==> src/verilog/pfs_pkg.sv <==
package pfs_pkg;

  // ****************************************
  // register map (byte addresses)
  // ****************************************
  localparam logic [7:0] PFS_ADDR_MASK   = 8'h00; // mux write-mask register
  localparam logic [7:0] PFS_ADDR_SELECT = 8'h04; // pin_function_select_2
  localparam logic [7:0] PFS_ADDR_GROUP  = 8'h08; // module group selects
  localparam logic [7:0] PFS_ADDR_STATUS = 8'h0C; // unlock / lost-write status

  localparam logic [31:0] PFS_SELECT_RESET = 32'h0000_0000;
  localparam logic [31:0] PFS_GROUP_RESET  = 32'h0000_0000;

  // ****************************************
  // field positions in pin_function_select_2
  // ****************************************
  localparam int PFS_F_A7_LSB  = 0;
  localparam int PFS_F_A8_LSB  = 2;
  localparam int PFS_F_A14_LSB = 14;
  localparam int PFS_F_A15_LSB = 16;
  localparam int PFS_F_A16_LSB = 18;
  localparam int PFS_F_A17_LSB = 21;
  localparam int PFS_F_A18_LSB = 24;
  localparam int PFS_F_A19_LSB = 27;
  localparam int PFS_F_A20_LSB = 30;
  localparam int PFS_N_2BIT_A8 = 6;

  // ****************************************
  // group-select register layout (own map)
  // ****************************************
  localparam int PFS_G_CS2    = 0;
  localparam int PFS_G_ADC    = 1;
  localparam int PFS_G_SA0    = 2;  // 2 bits
  localparam int PFS_G_SA4    = 4;  // 2 bits
  localparam int PFS_G_SA5    = 6;  // 2 bits
  localparam int PFS_G_FS0    = 8;
  localparam int PFS_G_CAN0   = 9;  // 2 bits
  localparam int PFS_G_CAN1   = 11; // 2 bits
  localparam int PFS_G_TMU    = 13;
  localparam int PFS_G_WIDTH  = 14;

  // ****************************************
  // codes
  // ****************************************
  localparam logic [31:0] PFS_UNLOCK_KEY = 32'hFFFF_FFFF; // mask = ~data written next
  localparam logic [1:0]  PFS_HTRANS_NONSEQ = 2'h2;
  localparam logic [1:0]  PFS_GRP_ALT1      = 2'h1;
  localparam logic [2:0]  PFS_C0 = 3'h0;
  localparam logic [2:0]  PFS_C1 = 3'h1;
  localparam logic [2:0]  PFS_C2 = 3'h2;
  localparam logic [2:0]  PFS_C3 = 3'h3;
  localparam logic [2:0]  PFS_C4 = 3'h4;
  localparam logic [2:0]  PFS_C5 = 3'h5;
  localparam logic [2:0]  PFS_C6 = 3'h6;

  // per-pin routed function, one-hot of n+1
  typedef logic [7:0] pfs_func_t;
  // a pin out of reset shows its first function
  localparam pfs_func_t PFS_FUNC_FIRST = 8'h01;

endpackage : pfs_pkg

==> src/verilog/pfs_field_dec.sv <==
`timescale 1ns/10ps
module pfs_field_dec
  import pfs_pkg::*;
#(
  parameter int W = 3
)(
  input  wire logic [W-1:0] code,
  input  wire logic [7:0]   legal_mask,
  output pfs_func_t         func
);

  // value n drives function n+1; illegal codes drive nothing
  always_comb
  begin
    func = '0;
    if (legal_mask[code])
    begin
      func[code] = 1'b1;
    end
  end

endmodule : pfs_field_dec

==> src/verilog/pfs_pin_select.sv <==
`timescale 1ns/10ps
// Behaviour
// - select register is 32-bit read/write, resets to zero, all pins function one
// - field value n routes function n+1 to its pin
// - bits 1:0 choose A7, serial-B0 RTS, serial-A4 alt transmit
// - bits 3:2..13:12 choose address, clocked-serial1 or serial-A; code 3 routes nothing
// - bits 15:14,17:16 choose clocked-serial2, alt fast-serial, DMA1 request/acknowledge
// - bits 20:18 choose CS2 clock, fast-serial clock, CAN clock C, timer output
// - bits 23:21,26:24 choose CS2 sync/ss1, serial4 group E, CAN1 group B
// - bits 29:27 choose CS2 ss2, pwm output 4, pulse timer output 2
// - bits 31:30 choose address line 20 or special clock output
// - clocked-serial2 group select puts port on address lines or Ethernet pins
// - ADC interface group select routes to Ethernet or audio-serial pins
// - serial-A0 group select picks one of four pin pairs
// - serial-A4/A5 group code 1 uses address lines 6,7 or 12,13
// - fast-serial0 group select uses dedicated pins or address lines 14-16
// - CAN channel group selects are 2 bits; channel 1 code 1 uses A17/A18
// - timer clock group select picks data line 7 or data line 13 sources
module pfs_pin_select
  import pfs_pkg::*;
(
  input  wire logic        hclk,
  input  wire logic        hresetn,
  input  wire logic        hsel,
  input  wire logic [7:0]  haddr,
  input  wire logic [1:0]  htrans,
  input  wire logic        hwrite,
  input  wire logic [2:0]  hsize,
  input  wire logic        hready,
  input  wire logic [31:0] hwdata,
  output logic      [31:0] hrdata,
  output logic             hreadyout,
  output logic             hresp,
  input  wire logic [13:0] pin_addr_in,
  output logic [7:0]       pin_func_a7,
  output logic [7:0]       pin_func_a8,
  output logic [7:0]       pin_func_a9,
  output logic [7:0]       pin_func_a10,
  output logic [7:0]       pin_func_a11,
  output logic [7:0]       pin_func_a12,
  output logic [7:0]       pin_func_a13,
  output logic [7:0]       pin_func_a14,
  output logic [7:0]       pin_func_a15,
  output logic [7:0]       pin_func_a16,
  output logic [7:0]       pin_func_a17,
  output logic [7:0]       pin_func_a18,
  output logic [7:0]       pin_func_a19,
  output logic [7:0]       pin_func_a20,
  output logic [5:0]       clocked_serial2_in,
  output logic [5:0]       clocked_serial2_pins_eth,
  output logic             adc_if_on_audio,
  output logic [1:0]       serial_a0_rx_in_group,
  output logic             serial_a4_rx_in,
  output logic             serial_a5_rx_in,
  output logic             fast_serial0_rx_in,
  output logic             fast_serial0_clk_in,
  output logic             can_ch1_rx_in,
  output logic             dma1_request_in,
  output logic             timer_ext_clock1_alt,
  output logic             serial4_receive_group_e
);

  // ****************************************
  // bus slave
  // ****************************************
  logic [31:0]            pin_function_select_2;
  logic [PFS_G_WIDTH-1:0] group_sel;
  logic                   unlocked;
  logic                   lost_write;
  logic                   dp_write;
  logic                   dp_read;
  logic [7:0]             dp_addr;
  logic                   take;
  logic                   wr_select;
  logic                   wr_group;
  logic                   wr_mask;
  logic [31:0]            mask_value;

  assign take      = hsel && hready && (htrans == PFS_HTRANS_NONSEQ);
  assign wr_mask   = dp_write && (dp_addr == PFS_ADDR_MASK);
  assign wr_select = dp_write && (dp_addr == PFS_ADDR_SELECT);
  assign wr_group  = dp_write && (dp_addr == PFS_ADDR_GROUP);

  always_ff @(posedge hclk or negedge hresetn)
  begin
    if (!hresetn)
    begin
      dp_write <= 1'b0;
      dp_read  <= 1'b0;
      dp_addr  <= 8'h00;
    end
    else
    begin
      dp_write <= take && hwrite;
      dp_read  <= take && !hwrite;
      dp_addr  <= take ? haddr : dp_addr;
    end
  end

  // zero-wait slave, always OKAY
  always_ff @(posedge hclk or negedge hresetn)
  begin
    if (!hresetn)
    begin
      hreadyout <= 1'b1;
      hresp     <= 1'b0;
    end
    else
    begin
      hreadyout <= 1'b1;
      hresp     <= 1'b0;
    end
  end

  // ****************************************
  // unlock: armed by the mask write, spent by the very next write
  // ****************************************
  always_ff @(posedge hclk or negedge hresetn)
  begin
    if (!hresetn)
    begin
      unlocked   <= 1'b0;
      mask_value <= 32'h0000_0000;
    end
    else if (dp_write)
    begin
      unlocked   <= wr_mask;
      mask_value <= wr_mask ? hwdata : mask_value;
    end
  end

  // any intervening write cancels the unlock, so writes cannot chain
  always_ff @(posedge hclk or negedge hresetn)
  begin
    if (!hresetn)
    begin
      pin_function_select_2 <= PFS_SELECT_RESET;
    end
    else if (wr_select && unlocked && (mask_value == ~hwdata))
    begin
      pin_function_select_2 <= hwdata;
    end
  end

  always_ff @(posedge hclk or negedge hresetn)
  begin
    if (!hresetn)
    begin
      group_sel <= PFS_GROUP_RESET[PFS_G_WIDTH-1:0];
    end
    else if (wr_group && unlocked && (mask_value == ~hwdata))
    begin
      group_sel <= hwdata[PFS_G_WIDTH-1:0];
    end
  end

  // sticky record of a locked select or group write, cleared by reading status
  always_ff @(posedge hclk or negedge hresetn)
  begin
    if (!hresetn)
    begin
      lost_write <= 1'b0;
    end
    else if ((wr_select || wr_group) && !(unlocked && (mask_value == ~hwdata)))
    begin
      lost_write <= 1'b1;
    end
    else if (dp_read && (dp_addr == PFS_ADDR_STATUS))
    begin
      lost_write <= 1'b0;
    end
  end

  always_ff @(posedge hclk or negedge hresetn)
  begin
    if (!hresetn)
    begin
      hrdata <= 32'h0000_0000;
    end
    else if (take && !hwrite)
    begin
      case (haddr)
        PFS_ADDR_SELECT: hrdata <= pin_function_select_2;
        PFS_ADDR_GROUP:  hrdata <= {{(32-PFS_G_WIDTH){1'b0}}, group_sel};
        PFS_ADDR_STATUS: hrdata <= {30'h0000_0000, lost_write, unlocked};
        default:         hrdata <= 32'h0000_0000;
      endcase
    end
  end

  // ****************************************
  // field decode
  // ****************************************
  localparam logic [7:0] LEGAL_A7  = 8'h07;
  localparam logic [7:0] LEGAL_A8  = 8'h07;
  localparam logic [7:0] LEGAL_A14 = 8'h0F;
  localparam logic [7:0] LEGAL_A16 = 8'h67;
  localparam logic [7:0] LEGAL_A17 = 8'h0F;
  localparam logic [7:0] LEGAL_A19 = 8'h0F;
  localparam logic [7:0] LEGAL_A20 = 8'h03;
  // reserved codes fall outside the legal masks and drive nothing
  localparam logic [7:0] RES_FREE  = 8'h0F;

  pfs_func_t f [14];

  pfs_field_dec #(.W(2)) u_a7 (
    .code(pin_function_select_2[PFS_F_A7_LSB +: 2]), .legal_mask(LEGAL_A7), .func(f[0]));

  genvar gi;
  generate
    for (gi = 0; gi < PFS_N_2BIT_A8; gi++)
    begin : g_a8
      pfs_field_dec #(.W(2)) u_dec (
        .code(pin_function_select_2[PFS_F_A8_LSB + 2*gi +: 2]),
        .legal_mask(LEGAL_A8),
        .func(f[gi+1]));
    end
  endgenerate

  pfs_field_dec #(.W(2)) u_a14 (
    .code(pin_function_select_2[PFS_F_A14_LSB +: 2]), .legal_mask(LEGAL_A14), .func(f[7]));
  pfs_field_dec #(.W(2)) u_a15 (
    .code(pin_function_select_2[PFS_F_A15_LSB +: 2]), .legal_mask(LEGAL_A14), .func(f[8]));
  pfs_field_dec #(.W(3)) u_a16 (
    .code(pin_function_select_2[PFS_F_A16_LSB +: 3]), .legal_mask(LEGAL_A16), .func(f[9]));
  pfs_field_dec #(.W(3)) u_a17 (
    .code(pin_function_select_2[PFS_F_A17_LSB +: 3]), .legal_mask(LEGAL_A17 & RES_FREE),
    .func(f[10]));
  pfs_field_dec #(.W(3)) u_a18 (
    .code(pin_function_select_2[PFS_F_A18_LSB +: 3]), .legal_mask(LEGAL_A17 & RES_FREE),
    .func(f[11]));
  pfs_field_dec #(.W(3)) u_a19 (
    .code(pin_function_select_2[PFS_F_A19_LSB +: 3]), .legal_mask(LEGAL_A19 & RES_FREE),
    .func(f[12]));
  pfs_field_dec #(.W(2)) u_a20 (
    .code(pin_function_select_2[PFS_F_A20_LSB +: 2]), .legal_mask(LEGAL_A20), .func(f[13]));

  // ****************************************
  // input routing from pin groups
  // ****************************************
  logic [13:0] pin_q1;
  logic [13:0] pin_q2;

  always_ff @(posedge hclk or negedge hresetn)
  begin
    if (!hresetn)
    begin
      pin_q1 <= 14'h0000;
      pin_q2 <= 14'h0000;
    end
    else
    begin
      pin_q1 <= pin_addr_in;
      pin_q2 <= pin_q1;
    end
  end

  // pin_q2 index k is address line k+7
  function automatic logic routed(input pfs_func_t fn, input logic [2:0] code,
                                  input logic grp_ok, input logic pin);
    routed = fn[code] && grp_ok && pin;
  endfunction : routed

  logic cs2_addr;
  assign cs2_addr = !group_sel[PFS_G_CS2];

  always_ff @(posedge hclk or negedge hresetn)
  begin
    if (!hresetn)
    begin
      {pin_func_a7, pin_func_a8, pin_func_a9, pin_func_a10, pin_func_a11} <=
        {5{PFS_FUNC_FIRST}};
      {pin_func_a12, pin_func_a13, pin_func_a14, pin_func_a15} <= {4{PFS_FUNC_FIRST}};
      {pin_func_a16, pin_func_a17, pin_func_a18, pin_func_a19, pin_func_a20} <=
        {5{PFS_FUNC_FIRST}};
      clocked_serial2_in       <= 6'h00;
      clocked_serial2_pins_eth <= 6'h00;
      adc_if_on_audio          <= 1'b0;
      serial_a0_rx_in_group    <= 2'h0;
      serial_a4_rx_in          <= 1'b0;
      serial_a5_rx_in          <= 1'b0;
      fast_serial0_rx_in       <= 1'b0;
      fast_serial0_clk_in      <= 1'b0;
      can_ch1_rx_in            <= 1'b0;
      dma1_request_in          <= 1'b0;
      timer_ext_clock1_alt     <= 1'b0;
      serial4_receive_group_e  <= 1'b0;
    end
    else
    begin
      {pin_func_a7, pin_func_a8, pin_func_a9, pin_func_a10, pin_func_a11} <=
        {f[0], f[1], f[2], f[3], f[4]};
      {pin_func_a12, pin_func_a13, pin_func_a14, pin_func_a15} <= {f[5], f[6], f[7], f[8]};
      {pin_func_a16, pin_func_a17, pin_func_a18, pin_func_a19, pin_func_a20} <=
        {f[9], f[10], f[11], f[12], f[13]};
      clocked_serial2_in <= {routed(f[12], PFS_C1, cs2_addr, pin_q2[12]),
                             routed(f[11], PFS_C1, cs2_addr, pin_q2[11]),
                             routed(f[10], PFS_C1, cs2_addr, pin_q2[10]),
                             routed(f[9],  PFS_C1, cs2_addr, pin_q2[9]),
                             routed(f[8],  PFS_C1, cs2_addr, pin_q2[8]),
                             routed(f[7],  PFS_C1, cs2_addr, pin_q2[7])};
      clocked_serial2_pins_eth <= {6{group_sel[PFS_G_CS2]}};
      adc_if_on_audio <= group_sel[PFS_G_ADC];
      serial_a0_rx_in_group <= group_sel[PFS_G_SA0 +: 2];
      // A8 carries serial-A0 receive only in group 1
      serial_a4_rx_in <= 1'b0; // A6 lies outside this register; A7 is transmit only
      serial_a5_rx_in <= routed(f[5], PFS_C2,
        group_sel[PFS_G_SA5 +: 2] == PFS_GRP_ALT1, pin_q2[5]);
      fast_serial0_rx_in <= routed(f[7], PFS_C2, group_sel[PFS_G_FS0], pin_q2[7]);
      fast_serial0_clk_in <= routed(f[9], PFS_C2, group_sel[PFS_G_FS0], pin_q2[9]);
      can_ch1_rx_in <= routed(f[10], PFS_C3,
        group_sel[PFS_G_CAN1 +: 2] == PFS_GRP_ALT1, pin_q2[10]);
      dma1_request_in <= routed(f[7], PFS_C3, 1'b1, pin_q2[7]);
      timer_ext_clock1_alt <= group_sel[PFS_G_TMU];
      serial4_receive_group_e <= routed(f[10], PFS_C2, 1'b1, pin_q2[10]);
    end
  end

endmodule : pfs_pin_select

==> config.mk <==
export PLATFORM = sky130hd
export DESIGN_NAME = pfs_pin_select
export DESIGN_NICKNAME = d
export VERILOG_FILES = /design/src/verilog/pfs_pkg.sv /design/src/verilog/pfs_field_dec.sv /design/src/verilog/pfs_pin_select.sv
export SDC_FILE = /design/constraint.sdc
export NUM_CORES = 1
export LEC_CHECK = 0
export BUFFER_PORTS_ARGS = -buffer_cell sky130_fd_sc_hd__buf_4
export CAP_MARGIN = 0
export CORE_ASPECT_RATIO = 0.7
export CORE_MARGIN = 2
export CORE_UTILIZATION = 30
export DETAILED_ROUTE_END_ITERATION = 12
export GPL_TIMING_DRIVEN = 0
export PLACE_DENSITY = 0.59
export REMOVE_ABC_BUFFERS = 1
export SYNTH_ARGS = -nofsm -noshare
export SYNTH_HDL_FRONTEND = slang
export SYNTH_SLANG_ARGS = --single-unit
==> constraint.sdc <==
create_clock -name hclk -period 2.9 [get_ports hclk]
set_input_delay 0.725 -clock hclk [delete_from_list [all_inputs] [get_ports hclk]]
set_output_delay 0.725 -clock hclk [all_outputs]
set_load 0.01 [all_outputs]
# [Word level (Yosys, flattened, before mapping)]
# Memory sizes are Yosys's and may differ from the RTL's.
# Index checks and enable logic that the tools add are counted.
[op_classes] order_cmp=28 eq_ne=10 n_mux=69 bitwise=1 reduce_logical=57
[op_table] cell="$pmux 32 s3" count=1
[op_table] cell="$logic_and 1x1->1" count=50
[op_table] cell="$lt 2x4->1 const B" count=10
[op_table] cell="$mux 4" count=10
[op_table] cell="$eq 32x32->1" count=1
[op_table] cell="$eq 8x4->1 const B" count=4
[op_table] cell="$mux 8" count=4
[op_table] cell="$not 32->32" count=1
[op_table] cell="$mux 1" count=30
[op_table] cell="$bmux 1 s2" count=10
[op_table] cell="$demux 1 s2" count=10
[op_table] cell="$ge 2x1->1 const B" count=10
[op_table] cell="$eq 8x3->1 const B" count=2
[op_table] cell="$lt 3x4->1 const B" count=4
[op_table] cell="$demux 1 s3" count=4
[op_table] cell="$ge 3x1->1 const B" count=4
[op_table] cell="$logic_not 8->1" count=1
[op_table] cell="$eq 2x1->1 const B" count=2
[op_table] cell="$logic_not 1->1" count=3
[op_table] cell="$eq 2x2->1 const B" count=1
[op_table] cell="$reduce_and 2->1" count=1
[op_table] cell="$reduce_bool 2->1" count=1
[op_table] cell="$logic_or 1x1->1" count=1
[word_totals] reg_bits=277 mem_bits_ro=32 inputBits=64 output_inout_bits=169 word_cells=205 memories=4
[mem_list] memory="(no name shown)" words=8 word_bits=1 rd=1 rd_ports_with_merged_regs=0 write_ports=0 line_no="pfs_field_dec.sv:16" rtl="if (legal_mask[code])"
[mem_list] memory="(no name shown)" words=8 word_bits=1 rd=1 rd_ports_with_merged_regs=0 write_ports=0 line_no="pfs_field_dec.sv:16"
[mem_list] memory="(no name shown)" words=8 word_bits=1 rd=1 rd_ports_with_merged_regs=0 write_ports=0 line_no="pfs_field_dec.sv:16"
[mem_list] memory="(no name shown)" words=8 word_bits=1 rd=1 rd_ports_with_merged_regs=0 write_ports=0 line_no="pfs_field_dec.sv:16"

# [Logic depth before layout (Yosys ltp)]
[depth] ltp_word=7 mapped_depth=7 mapped_depth_nobuf=5

# [Cells and area by module]
# Synthesis repeated with hierarchy kept, for this count alone.
[hier_totals] hier_cells=691 hier_area_um2=9953.3
[by_module_without_submodules] mod="pfs_pin_select" instances=1 cells_per_inst=569 area_each_um2=8904.8 seq_area_each_um2=6648.9
[by_module_without_submodules] mod="pfs_field_dec at g_a8[0].u_dec ..." instances=10 cells_per_inst=9 area_each_um2=66.3 seq_area_each_um2=0.0
[by_module_without_submodules] mod="pfs_field_dec at u_a16 ..." instances=4 cells_per_inst=8 area_each_um2=96.3 seq_area_each_um2=0.0

# [Least setup slack after synthesis]
# No wires, ideal clock.
[synth_timing] path_kind="input-to-reg" start="in hwdata[1]" end="reg group_sel[10]" setup_ps=125 arrival_ps=2291 required_time_ps=2775 setup_slack_ps=484 cell_stages=6 n_path_buf=1 path_cell_list="a21bo_2 nor4_1 nand4_1 nor4_4 buf_6 mux2_2"
[synth_between] elab_chain_cells=3
[synth_lines] item="from (decl)" line_no="pfs_pin_select.sv:30" rtl="input wire logic [31:0] hwdata,"
[synth_lines] item="$not 32->32" line_no="pfs_pin_select.sv:151" rtl="else if (wr_group && unlocked && (mask_value == ~hwdata))"
[synth_lines] item="$eq 32x32->1" line_no="pfs_pin_select.sv:151"
[synth_lines] item="$logic_and 1x1->1" line_no="pfs_pin_select.sv:151"
[synth_lines] item="to (signal assigned)" line_no="pfs_pin_select.sv:149" rtl="group_sel <= PFS_GROUP_RESET[PFS_G_WIDTH-1:0];"
[synth_lines] item="to (signal assigned)" line_no="pfs_pin_select.sv:153" rtl="group_sel <= hwdata[PFS_G_WIDTH-1:0];"
[synth_lines] item="to (decl)" line_no="pfs_pin_select.sv:67" rtl="logic [PFS_G_WIDTH-1:0] group_sel;"
# Every way passes these cells.
# A chain may end at the register's enable or synchronous reset.

# [Final worst setup path]
[layout_timing] start="in htrans[0]" end="reg hrdata[2]"
[layout_between] elab_chain_cells=3
[layout_lines] item="from (decl)" line_no="pfs_pin_select.sv:26" rtl="input wire logic [1:0] htrans,"
[layout_lines] item="$eq 2x2->1" line_no="pfs_pin_select.sv:79" rtl="assign take = hsel && hready && (htrans == PFS_HTRANS_NONSEQ);"
[layout_lines] item="$logic_and 1x1->1" line_no="pfs_pin_select.sv:79"
[layout_lines] item="$logic_and 1x1->1" line_no="pfs_pin_select.sv:180" rtl="else if (take && !hwrite)"
[layout_lines] item="to (signal assigned)" line_no="pfs_pin_select.sv:183" rtl="PFS_ADDR_SELECT: hrdata <= pin_function_select_2;"
[layout_lines] item="to (signal assigned)" line_no="pfs_pin_select.sv:184" rtl="PFS_ADDR_GROUP: hrdata <= {{(32-PFS_G_WIDTH){1'b0}}, group_sel};"
[layout_lines] item="to (signal assigned)" line_no="pfs_pin_select.sv:185" rtl="PFS_ADDR_STATUS: hrdata <= {30'h0000_0000, lost_write, unlocked};"
[layout_lines] item="to (decl)" line_no="pfs_pin_select.sv:31" rtl="output logic [31:0] hrdata,"
# Every way passes these cells.

==> out/results.ini <==
[critical_path]
crit_type = primary input to flip-flop
crit_arrival_ns = 3.16
crit_path_max_incr_delay_ns = 0.52
worstSetupStartpointType = primary input
path_cells = buf_4, nand4b_1, nand2b_4, buf_16, inv_2, o211ai_1, buf_4, o21ai_0
end_kind = flip-flop
crit_required_ns = 3.33
cp_common_cell = buf_4
crit_fanout = 20
cp_slowest_cell = nand4b_1
path_buf_inv = 4
cp_top_family = simple AND/OR/NAND/NOR gates

[sta]
drv_slew = 0
finalHoldViolCount = 0
tightest_slew_ns = 0.848
max_slew_margin = 0.435
fin_setup_tns_ns = 0
fin_skew_ns = 0.00955
finalSetupViolCount = 0
fin_crit_ns = 2.73
timing.fmax_mhz = 366
rsz0062_at_grt = false
min_period_over_period = 0.941

[placement]
port_buffers = 179
place.gp.congestion = 0.715
placed_area_um2 = 10200
dpl.hpwl_um = 14000

[cts]
cts_buffers = 24
numClockSinks = 225
cts_tree = yes
clk_root_buffer_cell = clkbuf_16
path_clk_slew_ns = 0.06
htree_levels = 1
clockBufferDepth = 3
clkLatencyLatePin_ns = 0.52

[route]
wl_um = 20300
via_per_inst = 4.30
vias = 5261
drc = 0
wl_per_cell_um = 16.6
postRouteAntennaNets = 0
drt_pass1_iterations = 4
drt_iter0_drc = 157

[die]
io_pins = 233
die_x_um = 205
fp.dieH_um = 145
core-area_um2 = 27800
start_util = 0.306
num_rows = 51
die-area_um2 = 29800

[grt]
antenna_found_initial = 2
grt_util_all_layers = 0.137
grt_max_degree = 99
grt_pass1_vias = 5264
gr-total-overflow = 0
grt_pass1_wl_um = 31300

[logic_synthesis]
synth.top_cells.by_count = dfrtp_1 (211), mux2_2 (86), nand2_1 (55)
synth_edf_count = 0
ys_ff_latch = 225
synth_area_leaders = dfrtp_1 (62%), mux2_2 (11%), dfstp_2 (4.3%)
synth_cell_type_count = 39
yosysWarnings = 0
synth_most_common_cell = dfrtp_1
synth_top_area_share = 0.620
synthCells = 620
synth_area_per_cell_um2 = 13.7
synthFlopType = dfrtp_1
synth_top_cell_by_area = dfrtp_1
synth_area_um2 = 8510
async_reset_ff_frac = 1.00
synth_seq_area_share = 0.664

[finish]
fin_nets = 900
syn2layout_area_growth_pct = 30.2
drive_gt1_frac = 0.389
final_cell_area_um2 = 11100
final_core_util = 0.398
antenna_cells = 0

[power_and_ir_drop]
vdd_ir_drop_max_mv = 0.386
p_per_area_nw_per_um2 = 606
power.leakage_nw = 5.47

[status]
outcome = finished clean

[run]
cap_viol_max_count = 0

[min_path]
hp-class = primary input to asynchronous set/reset pin

==> cell type report <==
class                      count  area (um^2)
clock buffer                  38          704
clock inverter                 6         85.1
fill                        2667        16700
inverter                       4         15.0
multi-input combinational    388         2630
sequential                   225         5650
tap                          371          464
timing repair buffer         192         1530
==> placed cells by master, fill, tap and decap left out, drive strengths merged, types with 5 or more instances in the layout <==
cell type	n
dfrtp	211
buf	192
mux2	88
conb	64
nand2	55
clkbuf	38
o21ai	33
nor2b	21
xnor2	20
nor2	19
a22oi	14
dfstp	14
nor4	13
nor3	11
and3b	7
and2	6
nor3b	5
nand3	5
==> worst reg2reg max path, delay by kind of cell (launching register included) <==
kind | cells | cell delay, ns
AND/OR/NAND/NOR | 3 | 1.28
flip-flops | 1 | 0.38
multiplexers | 1 | 0.36
XOR/XNOR | 1 | 0.14
buffers and inverters | 2 | 0.33
==> worst paths after layout <==
path                                      start                        end  slack (ns)  cells after the start
worst max-delay path                  htrans[0]                  hrdata[2]        0.17                      8
worst max register to register    mask_value[4]  pin_function_select_2[21]        0.30                      7
min in group hclk               pin_addr_in[10]                 pin_q1[10]        0.31                      1
worst min register to register        pin_q1[9]                  pin_q2[9]        0.35                      0
max in group asynchronous               hresetn            pin_func_a17[0]        1.53                      3
worst min-delay path                    hresetn            pin_func_a10[3]        0.12                      1
==> sequential cells by signal, summed over array words and instances, names as in the netlist, 7 cells and up <==
name,cells
hrdata,32
mask_value,32
pin_function_select_2,32
group_sel,14
dp_addr,8
pin_func_a16,8
pin_func_a17,8
pin_func_a18,8
pin_func_a19,8
pin_q1,7
pin_q2,7
==> where the power goes <==
group	switching (mW)	internal (mW)
combinational	0.197	0.161
clock	1.23	1.84
sequential	0.0500	3.23
total	1.48	5.23
==> what timing repair did <==
| item | in CTS | in global routing |
|---|---|---|
| setup buffers | 6 | 0 |
| hold buffers | 0 | 0 |
| endpoints found under the setup margin | 35 | 0 |
| hold endpoints to repair | 0 | 0 |
| gates resized for setup | 1 | 0 |
==> metal layers <==
layer / vias to the layer above / wire length (um) / global-route usage
met5: - / 0 / 0
met4: 0 / 446 / 0.0306
met3: 34 / 1830 / 0.0460
met2: 167 / 8350 / 0.191
met1: 2610 / 9660 / 0.205
li1: 2450 / - / -
==> per-stage QoR <==
stage                     hold WS [ns]  setup slack [ns]  cells  power, mW
after global routing             0.126            0.0197   1224       7.01
after global placement           0.332             -1.87   1167       3.68
after CTS                        0.117             0.218   1224       6.83
final                            0.122             0.171   1224       6.71
after floorplan                  0.331            -0.165    617       3.48
after detailed placement         0.335            -0.822   1174       3.70
==> cells by family (layout without fill, tap and decap cells) <==
kind of cell	Yosys count	after routing	share of synthesized area
flip-flops	225	225	0.664
AND/OR/NAND/NOR	153	153	0.0953
multiplexers	88	88	0.116
buffers and inverters	69	240	0.0557
AO/OA/AOI/OAI	62	62	0.0459
XOR/XNOR	20	20	0.0206
other	2	64	0.000883
adder cells (fa/ha/maj)	1	1	0.00147
Power figures use the tool's default switching activity.
